**src/inc/mcd_defs.svh**
```systemverilog
`ifndef MCD_DEFS_SVH
`define MCD_DEFS_SVH

// ==========================================================
// Register offsets
`define MCD_OFF_CS_CTRL    8'h44
`define MCD_OFF_HOLE_BOT   8'h45
`define MCD_OFF_HOLE_TOP   8'h46
`define MCD_OFF_TOP_MEM    8'h47
`define MCD_OFF_FWD_CTRL   8'h48
`define MCD_OFF_STATUS     8'h4f

// ==========================================================
// Reset values
`define MCD_RST_CS_CTRL    5'h00
`define MCD_RST_HOLE_BOT   8'h10
`define MCD_RST_HOLE_TOP   8'h0f
`define MCD_RST_TOP_MEM    8'h00
`define MCD_RST_FWD_CTRL   8'h01

// ==========================================================
// Field positions
`define MCD_CS_MASTER_EN   4
`define MCD_CS_MID_RE      0
`define MCD_CS_MID_WE      1
`define MCD_CS_BIOS_RE     2
`define MCD_CS_BIOS_WE     3
`define MCD_FWD_TOP_MSB    7
`define MCD_FWD_TOP_LSB    4
`define MCD_HOLE_ADDR_MSB  23
`define MCD_HOLE_ADDR_LSB  16
`define MCD_TOM_ADDR_MSB   28
`define MCD_TOM_ADDR_LSB   21
`define MCD_MB_ADDR_MSB    23
`define MCD_MB_ADDR_LSB    20

// ==========================================================
// Low block hit vector positions
`define MCD_BLK_BASE       0
`define MCD_BLK_MID        1
`define MCD_BLK_VGA        2
`define MCD_BLK_LBIOS      3
`define MCD_BLK_UBIOS      4

// Decode latency in clock cycles
`define MCD_DECODE_LAT     1

`endif

```
**src/inc/mcd_pkg.sv**
```systemverilog
package mcd_pkg;

    // ======================================================
    // Bus and request carriers
    typedef struct packed {
        logic [7:0] addr;
        logic [7:0] wdata;
        logic       wr;
        logic       rd;
    } mcd_reg_req_t;

    typedef struct packed {
        logic        valid;
        logic        write;
        logic [31:0] addr;
    } mcd_pci_req_t;

    typedef struct packed {
        logic        valid;
        logic [23:0] addr;
    } mcd_isa_req_t;

    // ======================================================
    // Module state
    typedef struct packed {
        logic       cs_n;
        logic       cs_valid;
        logic       fwd;
        logic       fwd_valid;
    } mcd_result_t;

    typedef struct packed {
        logic [4:0]  chip_select_control;
        logic [7:0]  chip_select_hole_bottom;
        logic [7:0]  chip_select_hole_top;
        logic [7:0]  chip_select_top_of_memory;
        logic [7:0]  isa_forwarding_control;
        logic [7:0]  rdata;
        mcd_result_t res;
        logic        wr_seen;
    } mcd_state_t;

endpackage

```
**src/rtl/mcd_decoder.sv**
```systemverilog
// The strobed register port is this design's own decision.
`timescale 1ns/10ps
`include "mcd_defs.svh"
// How it works
// [RULE1] Hole bottom register bits map to address bits 23:16, 64K units.
// [RULE2] Hole top register bits map to address bits 23:16, 64K units.
// [RULE3] No chip select inside the hole, both limits inclusive.
// [RULE4] Hole top below hole bottom disables the hole.
// [RULE5] Hole matches only when address bits 31:24 are zero.
// [RULE6] Software keeps hole bottom at or above 1M and top above 1M.
// [RULE7] Reset loads hole bottom 10h and hole top 0Fh, hole off.
// [RULE8] Top-of-memory bits map to address bits 28:21, 2M steps.
// [RULE9] Chip select from 2M up to top of memory, except the hole.
// [RULE10] Value N ends region at (N+1)*2M-1; zero leaves it empty.
// [RULE11] Forwarding field bits 7:4 set ISA-to-PCI top in 1M steps.
// [RULE12] ISA/DMA cycles from 1M to forwarding top go to PCI, except hole.
// [RULE13] Forwarding control resets to 01h, decode registers to defaults.
// [RULE14] Master enable low means chip select never asserted.
// [RULE15] Forwarding bits 3:0 enable fixed low blocks to PCI.
// [RULE16] Address phase compared combinationally, result one clock later.
module mcd_decoder
    import mcd_pkg::*;
(
    // Clock and reset
    input  wire logic         core_clk_in,
    input  wire logic         reset_n_in,
    // Register port
    input  wire mcd_reg_req_t reg_req_in,
    output logic [7:0]        reg_rdata_out,
    // PCI address phase
    input  wire mcd_pci_req_t pci_req_in,
    output logic              main_memory_chip_select_n_out,
    output logic              chip_select_valid_out,
    // ISA master / DMA memory cycle
    input  wire mcd_isa_req_t isa_req_in,
    output logic              isa_forward_out,
    output logic              isa_forward_valid_out
);

    // ======================================================
    // State
    mcd_state_t st;
    mcd_state_t next_st;

    logic [4:0] pci_low_hit;
    logic [4:0] isa_low_hit;
    logic       pci_hole_rng;
    logic       isa_hole_rng;
    logic       pci_tom_rng;
    logic       isa_fwd_rng;
    logic       pci_below_16m;
    logic       pci_in_hole;
    logic       isa_in_hole;
    logic       pci_low_cs;
    logic       pci_high_cs;
    logic       pci_cs_hit;
    logic       isa_low_fwd;
    logic       isa_fwd_hit;
    logic       hole_active;
    logic       master_en;

    // ======================================================
    // Address compares
    mcd_range_cmp #(.WIDTH(8)) u_pci_hole (
        .lo_in   (st.chip_select_hole_bottom),
        .hi_in   (st.chip_select_hole_top),
        .x_in    (pci_req_in.addr[`MCD_HOLE_ADDR_MSB:`MCD_HOLE_ADDR_LSB]), // RULE1 RULE2
        .hit_out (pci_hole_rng)
    );

    mcd_range_cmp #(.WIDTH(8)) u_isa_hole (
        .lo_in   (st.chip_select_hole_bottom),
        .hi_in   (st.chip_select_hole_top),
        .x_in    (isa_req_in.addr[`MCD_HOLE_ADDR_MSB:`MCD_HOLE_ADDR_LSB]),
        .hit_out (isa_hole_rng)
    );

    // Lower bound 1 is the 2M floor; upper bound N ends at (N+1)*2M-1
    mcd_range_cmp #(.WIDTH(8)) u_pci_tom (
        .lo_in   (8'h01),
        .hi_in   (st.chip_select_top_of_memory),
        .x_in    (pci_req_in.addr[`MCD_TOM_ADDR_MSB:`MCD_TOM_ADDR_LSB]), // RULE8 RULE10
        .hit_out (pci_tom_rng)
    );

    // Code c ends the forwarding region at (c+1)M-1
    mcd_range_cmp #(.WIDTH(4)) u_isa_fwd (
        .lo_in   (4'h1),
        .hi_in   (st.isa_forwarding_control[`MCD_FWD_TOP_MSB:`MCD_FWD_TOP_LSB]), // RULE11
        .x_in    (isa_req_in.addr[`MCD_MB_ADDR_MSB:`MCD_MB_ADDR_LSB]),
        .hit_out (isa_fwd_rng)
    );

    mcd_low_dec u_pci_low (
        .addr_in (pci_req_in.addr[23:0]),
        .hit_out (pci_low_hit)
    );

    mcd_low_dec u_isa_low (
        .addr_in (isa_req_in.addr),
        .hit_out (isa_low_hit)
    );

    // ======================================================
    // Decode terms
    always_comb begin
        master_en     = st.chip_select_control[`MCD_CS_MASTER_EN];
        pci_below_16m = (pci_req_in.addr[31:24] == 8'h00);
        // The range compare is empty when top < bottom
        hole_active   = (st.chip_select_hole_top >= st.chip_select_hole_bottom); // RULE4
        pci_in_hole   = pci_below_16m && pci_hole_rng; // RULE5
        isa_in_hole   = isa_hole_rng;
        pci_low_cs    = pci_below_16m && (pci_low_hit[`MCD_BLK_BASE]
                      || (pci_low_hit[`MCD_BLK_MID] && (pci_req_in.write
                          ? st.chip_select_control[`MCD_CS_MID_WE]
                          : st.chip_select_control[`MCD_CS_MID_RE]))
                      || (pci_low_hit[`MCD_BLK_UBIOS] && (pci_req_in.write
                          ? st.chip_select_control[`MCD_CS_BIOS_WE]
                          : st.chip_select_control[`MCD_CS_BIOS_RE])));
        pci_high_cs   = (pci_req_in.addr[31:29] == 3'h0) && pci_tom_rng; // RULE9
        pci_cs_hit    = master_en && (pci_low_cs || pci_high_cs) && !pci_in_hole; // RULE3 RULE14
        isa_low_fwd   = |(st.isa_forwarding_control[3:0] & isa_low_hit[3:0]); // RULE15
        isa_fwd_hit   = (isa_low_fwd || isa_fwd_rng) && !isa_in_hole; // RULE12
    end

    // ======================================================
    // Next state
    always_comb begin
        next_st = st;
        // Read data stands for one cycle only
        next_st.rdata = 8'h00;
        if (reg_req_in.wr) begin
            case (reg_req_in.addr)
                `MCD_OFF_CS_CTRL: begin
                    next_st.chip_select_control = reg_req_in.wdata[4:0];
                    next_st.wr_seen = 1'b1;
                end
                `MCD_OFF_HOLE_BOT: begin
                    next_st.chip_select_hole_bottom = reg_req_in.wdata;
                    next_st.wr_seen = 1'b1;
                end
                `MCD_OFF_HOLE_TOP: begin
                    next_st.chip_select_hole_top = reg_req_in.wdata;
                    next_st.wr_seen = 1'b1;
                end
                `MCD_OFF_TOP_MEM: begin
                    next_st.chip_select_top_of_memory = reg_req_in.wdata;
                    next_st.wr_seen = 1'b1;
                end
                `MCD_OFF_FWD_CTRL: begin
                    next_st.isa_forwarding_control = reg_req_in.wdata;
                    next_st.wr_seen = 1'b1;
                end
                default: begin
                    next_st.wr_seen = st.wr_seen;
                end
            endcase
        end
        if (reg_req_in.rd) begin
            case (reg_req_in.addr)
                `MCD_OFF_CS_CTRL:  next_st.rdata = {3'h0, st.chip_select_control};
                `MCD_OFF_HOLE_BOT: next_st.rdata = st.chip_select_hole_bottom;
                `MCD_OFF_HOLE_TOP: next_st.rdata = st.chip_select_hole_top;
                `MCD_OFF_TOP_MEM:  next_st.rdata = st.chip_select_top_of_memory;
                `MCD_OFF_FWD_CTRL: next_st.rdata = st.isa_forwarding_control;
                `MCD_OFF_STATUS:   next_st.rdata = {5'h00, hole_active,
                                                   st.res.fwd, !st.res.cs_n};
                default:           next_st.rdata = 8'h00;
            endcase
        end
        // Outputs are one-cycle results of the address phase
        next_st.res.cs_valid  = pci_req_in.valid; // RULE16
        next_st.res.cs_n      = !(pci_req_in.valid && pci_cs_hit);
        next_st.res.fwd_valid = isa_req_in.valid;
        next_st.res.fwd       = isa_req_in.valid && isa_fwd_hit;
    end

    // ======================================================
    // Registers
    always_ff @(posedge core_clk_in or negedge reset_n_in) begin
        if (!reset_n_in) begin
            st.chip_select_control       <= `MCD_RST_CS_CTRL;
            st.chip_select_hole_bottom   <= `MCD_RST_HOLE_BOT; // RULE7
            st.chip_select_hole_top      <= `MCD_RST_HOLE_TOP; // RULE7
            st.chip_select_top_of_memory <= `MCD_RST_TOP_MEM; // RULE13
            st.isa_forwarding_control    <= `MCD_RST_FWD_CTRL; // RULE13
            st.rdata                     <= 8'h00;
            st.res.cs_n                  <= 1'b1;
            st.res.cs_valid              <= 1'b0;
            st.res.fwd                   <= 1'b0;
            st.res.fwd_valid             <= 1'b0;
            st.wr_seen                   <= 1'b0;
        end else begin
            st <= next_st;
        end
    end

    assign reg_rdata_out                 = st.rdata;
    assign main_memory_chip_select_n_out = st.res.cs_n;
    assign chip_select_valid_out         = st.res.cs_valid;
    assign isa_forward_out               = st.res.fwd;
    assign isa_forward_valid_out         = st.res.fwd_valid;

    logic [7:0] a_tom_idx;
    logic [7:0] a_hole_idx;
    logic [3:0] a_mb_idx;
    logic       a_pci_hole;
    logic       a_isa_hole;
    assign a_tom_idx  = pci_req_in.addr[28:21];
    assign a_hole_idx = pci_req_in.addr[23:16];
    assign a_mb_idx   = isa_req_in.addr[23:20];
    assign a_pci_hole = pci_req_in.addr[31:24] == 8'h00
                     && a_hole_idx >= st.chip_select_hole_bottom
                     && a_hole_idx <= st.chip_select_hole_top;
    assign a_isa_hole = isa_req_in.addr[23:16] >= st.chip_select_hole_bottom
                     && isa_req_in.addr[23:16] <= st.chip_select_hole_top;
endmodule

```
**src/rtl/mcd_low_dec.sv**
```systemverilog
`timescale 1ns/10ps
`include "mcd_defs.svh"
// ==========================================================
// Fixed low-memory block decode below 1 Mbyte
module mcd_low_dec (
    // Address
    input  wire logic [23:0] addr_in,
    // Block hits
    output logic [4:0]       hit_out
);
    // 0-512K
    assign hit_out[`MCD_BLK_BASE]  = (addr_in[23:19] == 5'h00);
    // 512-640K
    assign hit_out[`MCD_BLK_MID]   = (addr_in[23:17] == 7'h04);
    // 640-768K
    assign hit_out[`MCD_BLK_VGA]   = (addr_in[23:17] == 7'h05);
    // 896-960K
    assign hit_out[`MCD_BLK_LBIOS] = (addr_in[23:16] == 8'h0e);
    // 960K-1M
    assign hit_out[`MCD_BLK_UBIOS] = (addr_in[23:16] == 8'h0f);
endmodule

```
**src/rtl/mcd_range_cmp.sv**
```systemverilog
`timescale 1ns/10ps
// ==========================================================
// Inclusive range compare, empty when hi is below lo
module mcd_range_cmp #(
    parameter int WIDTH = 8
) (
    // Operands
    input  wire logic [WIDTH-1:0] lo_in,
    input  wire logic [WIDTH-1:0] hi_in,
    input  wire logic [WIDTH-1:0] x_in,
    // Result
    output logic                  hit_out
);
    if (WIDTH < 1) begin : g_chk
        $error("mcd_range_cmp: WIDTH must be at least 1");
    end

    assign hit_out = (x_in >= lo_in) && (x_in <= hi_in);
endmodule

```
**config.mk**
```make
export PLATFORM = sky130hd
export DESIGN_NAME = mcd_decoder
export DESIGN_NICKNAME = d
export VERILOG_FILES = /design/src/inc/mcd_pkg.sv /design/src/rtl/mcd_decoder.sv /design/src/rtl/mcd_low_dec.sv /design/src/rtl/mcd_range_cmp.sv
export VERILOG_INCLUDE_DIRS = /design/src /design/src/inc
export SDC_FILE = /design/constraint.sdc
export NUM_CORES = 1
export LEC_CHECK = 0
export BUFFER_PORTS_ARGS = -buffer_cell sky130_fd_sc_hd__buf_2
export CAP_MARGIN = 30
export CORE_MARGIN = 8
export CORE_UTILIZATION = 60
export CTS_CLUSTER_DIAMETER = 50
export DETAILED_ROUTE_END_ITERATION = 7
export PLACE_DENSITY_LB_ADDON = 0.2
export SLEW_MARGIN = 30
export SYNTH_ARGS = -nofsm -noshare
export SYNTH_HDL_FRONTEND = slang
export SYNTH_HIERARCHICAL = 1
export SYNTH_SLANG_ARGS = --single-unit
```
**constraint.sdc**
```tcl
create_clock -name core_clk_in -period 3.5 [get_ports core_clk_in]
set_input_delay 0.175 -clock core_clk_in [delete_from_list [all_inputs] [get_ports core_clk_in]]
set_output_delay 0.175 -clock core_clk_in [all_outputs]
set_load 0.01 [all_outputs]
```
# Word level (Yosys, flattened, before mapping)
# Cells that the tools add are included.
# Widths: inputs -> output; s select.
classes:
  magnitude_cmp: 9
  eq_ne: 11
  muxes: 4
  n_bitwise: 1
  n_reduce_logical: 32
op_table:
  columns: ["cell", "n"]
  rows:
  - ["$eq 8x7->1 const B", 6]
  - ["$pmux 8 s6", 1]
  - ["$ge 8x8->1", 3]
  - ["$le 8x8->1", 3]
  - ["$eq 7x3->1 const B", 3]
  - ["$eq 8x4->1 const B", 2]
  - ["$logic_and 1x1->1", 14]
  - ["$logic_not 5->1", 2]
  - ["$reduce_and 2->1", 5]
  - ["$ge 8x1->1 const B", 1]
  - ["$logic_not 8->1", 1]
  - ["$mux 8", 1]
  - ["$and 4x4->4", 1]
  - ["$ge 4x1->1 const B", 1]
  - ["$le 4x4->1", 1]
  - ["$logic_not 1->1", 4]
  - ["$logic_or 1x1->1", 4]
  - ["$reduce_or 4->1", 1]
  - ["$logic_not 3->1", 1]
  - ["$mux 1", 2]
word_totals:
  regBits: 49
  in_bits: 79
  out_inout_bits: 12
  wordCells: 67

# Depth between registers and ports, before layout
# Gate-level depths: netlist (run 1).
depth:
  word_depth: 10
  mapped_depth: 8
  mapped_depth_nobuf: 8

# Cells and area by module
# The synthesis (run 1) kept the hierarchy.
modules_own_cells:
  columns: ["module", "n_inst", "cells_each", "area_each_um2", "seq_area_each_um2"]
  rows:
  - ["mcd_decoder", 1, 187, 2468.6, 1234.9]
  - ["mcd_range_cmp at u_isa_hole ...", 3, 57, 401.6, 0.0]
  - ["mcd_range_cmp at u_isa_fwd", 1, 26, 196.4, 0.0]
  - ["mcd_low_dec", 2, 9, 68.8, 0.0]

# Least setup slack after synthesis (run 1)
# Ideal clock, no wire load.
synth_timing:
  kind: "register -> register"
  start: "register st[29] in the netlist's numbering"
  end: "register st, in the netlist reg_rdata_out[2]"
  setup_time_ps: 136
  arrival_time_ps: 1568
  required_ps: 3364
  setup_slack_ps: 1796
  path_stages_with_launch: 7
  path_buffers: 0
  synth_period_minus_slack_ps: 1704
  cell_sequence: "dfstp_2 > inv_1 > ha_1 > nand2b_1 > a2111oi_0 > o31a_1 > o22ai_1"
synth_rtl:
  columns: ["element", "line_no", "text"]
  rows:
  - ["from (decl)", "mcd_decoder.sv:42", "mcd_state_t st;"]
  - ["from (signal assigned)", "mcd_decoder.sv:194", "st <= next_st;"]

# Worst setup path after layout (run 1)
layout_timing:
  start: "input port reg_req_in[15] in the netlist's numbering"
  end: "register st, in the netlist master_en"
layout_between:
  elab_chain_cells: 2
layout_lines:
  columns: ["element", "line_no", "text"]
  rows:
  - ["from (decl)", "mcd_decoder.sv:28", "input wire mcd_reg_req_t reg_req_in,"]
  - ["$eq 8x7->1", null, null]
  - ["$reduce_and 2->1 (no line)", null, null]
# No other way between the ends.
# A chain may end at the register's enable or synchronous reset.

==> results_dict.tcl, run 1 <==
set metrics [dict create \
    power.total_w 0.00130 \
    track_usage 0.195 \
    seq_power_share 0.476 \
    timing.final.crit_share 0.554 \
    combinationalPowerShare 0.222 \
    critPathArrivalTime_ns 2.13 \
    stdcell_area_sq_um 4460 \
    required_ns 3.69 \
    dr_total_vias 3150 \
    reg2reg_slack_ns 1.57 \
    post_cts_buffers 0 \
    wl_per_cell_um 17.1 \
    dp.cells 530 \
    avgSynthCellArea_sq_um 10.0 \
    wl_mm 9.27 \
    drc 0 \
    overflow 0 \
    hold_viol_final 0 \
    start_util 0.622 \
    ys_warn_count 6 \
    via_per_inst 5.82 \
    cts_buffers 5 \
    syn_to_final_growth_pct 12.3 \
    power.density_nw_per_um2 291 \
    grt_pass1_vias 3299 \
    whs_ns 0.154 \
    synth_area_sq_um 3970 \
    fp.dieW_um 97.4 \
    max_stage_delay_ns 0.58 \
    cellLeakagePower_nw 2.10 \
    path_max_fanout 14 \
    relSlewSlack 0.598 \
    antenna_found_initial 0 \
    worstSetupPathType "input port to flip-flop" \
    hold_class "input port to flip-flop" \
    syn_inst 397 \
    dieHeight_um 97.4 \
    clockBufferDepth 2 \
    fin_cells 541 \
    setup_tns_ns 0 \
    ant_nets 0 \
    clk_latency_ns 0.30 \
    drt_iter0_markers 123 \
    layout-drive-gt1-share 0.306 \
    clock_skew_ns 0.00843 \
    cpMaxStageDelayCell "or4b_4" \
    grt_max_degree 50 \
    crit_buf_inv 1 \
    p_int_w 0.000935 \
    dp_hpwl_mm 7.59 \
    root_buffer "clkbuf_8" \
    port_buffers 58 \
    path_clk_slew_ns 0.09 \
    setup_violations 0 \
    p_switching_w 0.000363 \
    placed_area_sq_um 4320 \
    fill_cells 508 \
    post_cts_resize_count 0 \
    path_delay_family "simple AND/OR/NAND/NOR gates" \
    diodes 0 \
    cp-end-kind "flip-flop" \
    max_freq_mhz 515 \
    fin_crit_ns 1.94 \
    cts.sinks 49 \
    cts_tree "built" \
    drtPass1Iterations 4 \
    grt_pass1_wl_mm 15.6 \
    gp_congestion 0.837 \
    rows 29 \
    nNetsFinal 606 \
    coreArea_sq_um 6390 \
    cts.htree.levels 2 \
    rsz0062_at_grt "no" \
    status "completed" \
    ios 91 \
    tightest_slew_ns 0.603 \
    switching_share 0.280 \
    crit_chain "buf_2 > or4b_4 > nor3_4 > nand3_1 > mux2_2" \
    final-seq-area_sq_um 1230 \
    power_frac_clock 0.303 \
    postCtsHoldBufs 3 \
    die_area_sq_um 9480 \
    start_kind "input port" \
    multiInputGateArea_sq_um 2450 \
    final_max_slew_viol_count 0 \
    maxCapViolations 0 \
    vdd_drop_max_v 0.000139 \
]
[final timing paths]
path	startpoint	endpoint	cells past startpoint
setup / recovery	reg_req_in[15]	master_en	5
hold / removal	reg_req_in[8]	st[27]	2
setup reg to reg	st[29]	reg_rdata_out[2]	6
hold reg to reg	st[18]	st[18]	1
max in group asynchronous	reset_n_in	reg_rdata_out[3]	2
min in group asynchronous	reset_n_in	chip_select_valid_out	2
[cell usage in the layout (no fill, tap or decap), types with 4 or more instances in the layout]
cell type	count
a21oi_1	27
nor3_1	4
dfrtp_1	42
a21o_1	5
ha_1	64
dfstp_2	7
conb_1	12
a22oi_1	8
mux4_2	5
clkbuf_8	5
nand4_2	4
inv_1	67
buf_2	57
nand3_1	5
mux2_2	42
nor2_1	21
o21ai_0	13
nand2_1	18
[stage by stage]
step	worst slack [ns]	utilization
after detailed placement	1.27	0.677
after global routing	1.44	0.698
after floorplan	1.80	-
after CTS	1.55	0.698
final	1.56	0.698
after global placement	1.28	0.677
[worst reg2reg max path: cells and delay by family, from the launching register on]
kind	cells	cell delay (ns)
AOI/OAI and AO/OA	3	0.72
adders and majority gates	1	0.27
buffers and inverters	1	0.06
DFF	1	0.61
and+or+nand+nor	1	0.14
[routing by layer]
layer,share of wire,GRT usage,vias to the layer above
met5,0,0,-
met4,0.022,0.0699,0
met3,0.052,0.0306,16
met2,0.49,0.332,92
met1,0.43,0.242,1519
li1,-,-,1523
[sequential cells by signal (all words and copies together) (netlist names)]
signal,cells
master_en,1
reg_rdata_out,8
isa_forward_valid_out,1
main_memory_chip_select_n_out,1
chip_select_valid_out,1
st,36
isa_forward_out,1
[power groups by stage]
stage	Combinational, W	Clock [W]	Sequential [W]
floorplan	0.000183	0	0.000617
global placement	0.000266	0	0.000627
detailed placement	0.000283	0	0.000628
CTS	0.000287	0.000400	0.000617
global route	0.000331	0.000421	0.000621
finish	0.000288	0.000393	0.000618
[cell type report]
cell class / instances / area share
clock inverter: 2 / 0.00785
clock buffer: 6 / 0.0163
sequential: 49 / 0.277
tap: 77 / 0.0216
timing repair buffer: 61 / 0.0724
multi-input combinational: 279 / 0.549
inverter: 67 / 0.0564
Power figures use the tool's default switching activity.
==> run 2, diff against run 1 <==
CORE_UTILIZATION = 55   (was 60)
clock period = 1.9 ns   (was 3.5 ns; I/O delays follow)
==> run 2 against run 1 <==
- power rose by 80%
- sequential cell count unchanged
- sequential share of layout area shrank 0.49 points
- critical path type is now flip-flop to flip-flop
- clock power increased by 64%
- clock skew shrank 0.0030 ns
==> results_dict.tcl, run 2 (synthesis results as in run 1) <==
set metrics [dict create \
    status "completed" \
    rows 31 \
    coreArea_sq_um 7140 \
    cts.sinks 49 \
    dp_hpwl_mm 7.93 \
    critPathArrivalTime_ns 1.96 \
    reg2reg_slack_ns 0.12 \
    ios 91 \
    timing.final.crit_share 0.936 \
    die_area_sq_um 10200 \
    required_ns 2.08 \
    cp-endpoint "reg_rdata_out[2]" \
    grt_busiest_layer "met2" \
    fp.dieW_um 101 \
    grtUsageMet3 0.0276 \
    layout_commonest_cell "inv_1" \
    rsz0062_at_grt "yes" \
    start_util 0.557 \
    wl_per_cell_um 17.1 \
    gp_congestion 0.911 \
    regMostFlops "st" \
    clock_skew_ns 0.00543 \
    dr_total_vias 3122 \
    setup_violations 0 \
    dieHeight_um 101 \
    drc 0 \
    hold_viol_final 0 \
    clockBufferDepth 2 \
    reg2reg_from "st[29]" \
    cellLeakagePower_nw 2.13 \
    layout-drive-gt1-share 0.326 \
    grt_pass1_wl_mm 16.2 \
    cp-end-kind "flip-flop" \
    cts.htree.levels 2 \
    placed_area_sq_um 4420 \
    grt_max_degree 29 \
    worstSetupStartpoint "st[29]" \
    cts_buffers 5 \
    largest_reg_flops 36 \
    final_max_slew_viol_count 0 \
    drtPass1Iterations 4 \
    r2r_cells 6 \
    start_kind "flip-flop" \
    port_buffers 58 \
    nNetsFinal 614 \
    maxCapViolations 0 \
    fin_crit_ns 1.78 \
    wl_mm 9.79 \
    antenna_found_initial 0 \
    vdd_drop_max_v 0.000294 \
    path_max_fanout 2 \
    syn_to_final_growth_pct 14.5 \
    root_buffer "clkbuf_8" \
    track_usage 0.202 \
    hold_class "input port to flip-flop" \
    via_per_inst 5.47 \
    gr-usage-met1 0.250 \
    whs_ns 0.0629 \
    ant_nets 0 \
    overflow 0 \
    stdcell_area_sq_um 4550 \
    grt_pass1_vias 3349 \
    tightest_slew_ns 0.550 \
    diodes 0 \
    post_cts_buffers 0 \
    power.density_nw_per_um2 512 \
    r2r_end "reg_rdata_out[2]" \
    worstSetupPathType "flip-flop to flip-flop" \
    cts_tree "built" \
    path_clk_slew_ns 0.09 \
    drt_iter0_markers 143 \
    clk_latency_ns 0.31 \
    relSlewSlack 0.633 \
    grtUsageMet2 0.354 \
    max_freq_mhz 562 \
    final_util 0.637 \
    final_cell_mix "67 x inv_1, 64 x ha_1, 58 x buf_2" \
]
[run 2: worst min path at each step]
stage                   from                     to  slack [ns]  cells past startpoint
3_5_place_dp      reset_n_in  chip_select_valid_out        0.11                      1
4_1_cts        reg_req_in[0]       reg_rdata_out[1]        0.06                      2
5_1_grt        reg_req_in[0]       reg_rdata_out[1]        0.07                      2
2_1_floorplan     reset_n_in  chip_select_valid_out       -0.20                      0
3_3_place_gp      reset_n_in  chip_select_valid_out        0.09                      1
6_report       reg_req_in[0]       reg_rdata_out[1]        0.06                      2
[run 2: area by class of cell]
type                    count  area [sq um]
flip-flops and latches     49          1240
inverters                  67           251
clock inverters             3          21.3
repair buffers             69           393
multi-input cells         279          2450
well taps                  99           124
fillers                   654          2590
clock buffers               5          68.8
[run 2: power breakdown]
part | switching, W | internal, W
logic | 0.000295 | 0.000253
registers | 0.0000507 | 0.00109
clock network | 0.000381 | 0.000262
total | 0.000727 | 0.00160
[run 2: critical path, stage by stage, from the launching register on]
cell and delay (ns):
dfstp_2 0.54, inv_1 0.04, ha_1 0.27, nand2b_1 0.15, a2111oi_2 0.39, o31a_1 0.19
o22ai_1 0.07
[run 2: what timing repair did]
action                                 CTS  global route
hold buffers                             3             0
endpoints found under the hold margin   23             0
resized for setup                        1             3
setup endpoints to repair                1             3
pin swaps                                0             2
[run 2: layer usage]
metal | share of wire | up-vias
met2 | 0.50 | 70
met3 | 0.041 | 16
met4 | 0.021 | 0
met1 | 0.44 | 1496
li1 | - | 1540
met5 | 0 | -
[run 2: through the flow]
step | instances | setup WS [ns] | setup TNS, ns | total power [W]
6_report | 571 | 0.121 | 0 | 0.00233
5_1_grt | 571 | -0.0335 | -0.0335 | 0.00246
4_1_cts | 571 | 0.0281 | 0 | 0.00234
3_5_place_dp | 560 | -0.0156 | -0.0156 | 0.00170
3_3_place_gp | 560 | -0.0534 | -0.0534 | 0.00167
2_1_floorplan | 407 | 0.196 | 0 | 0.00147
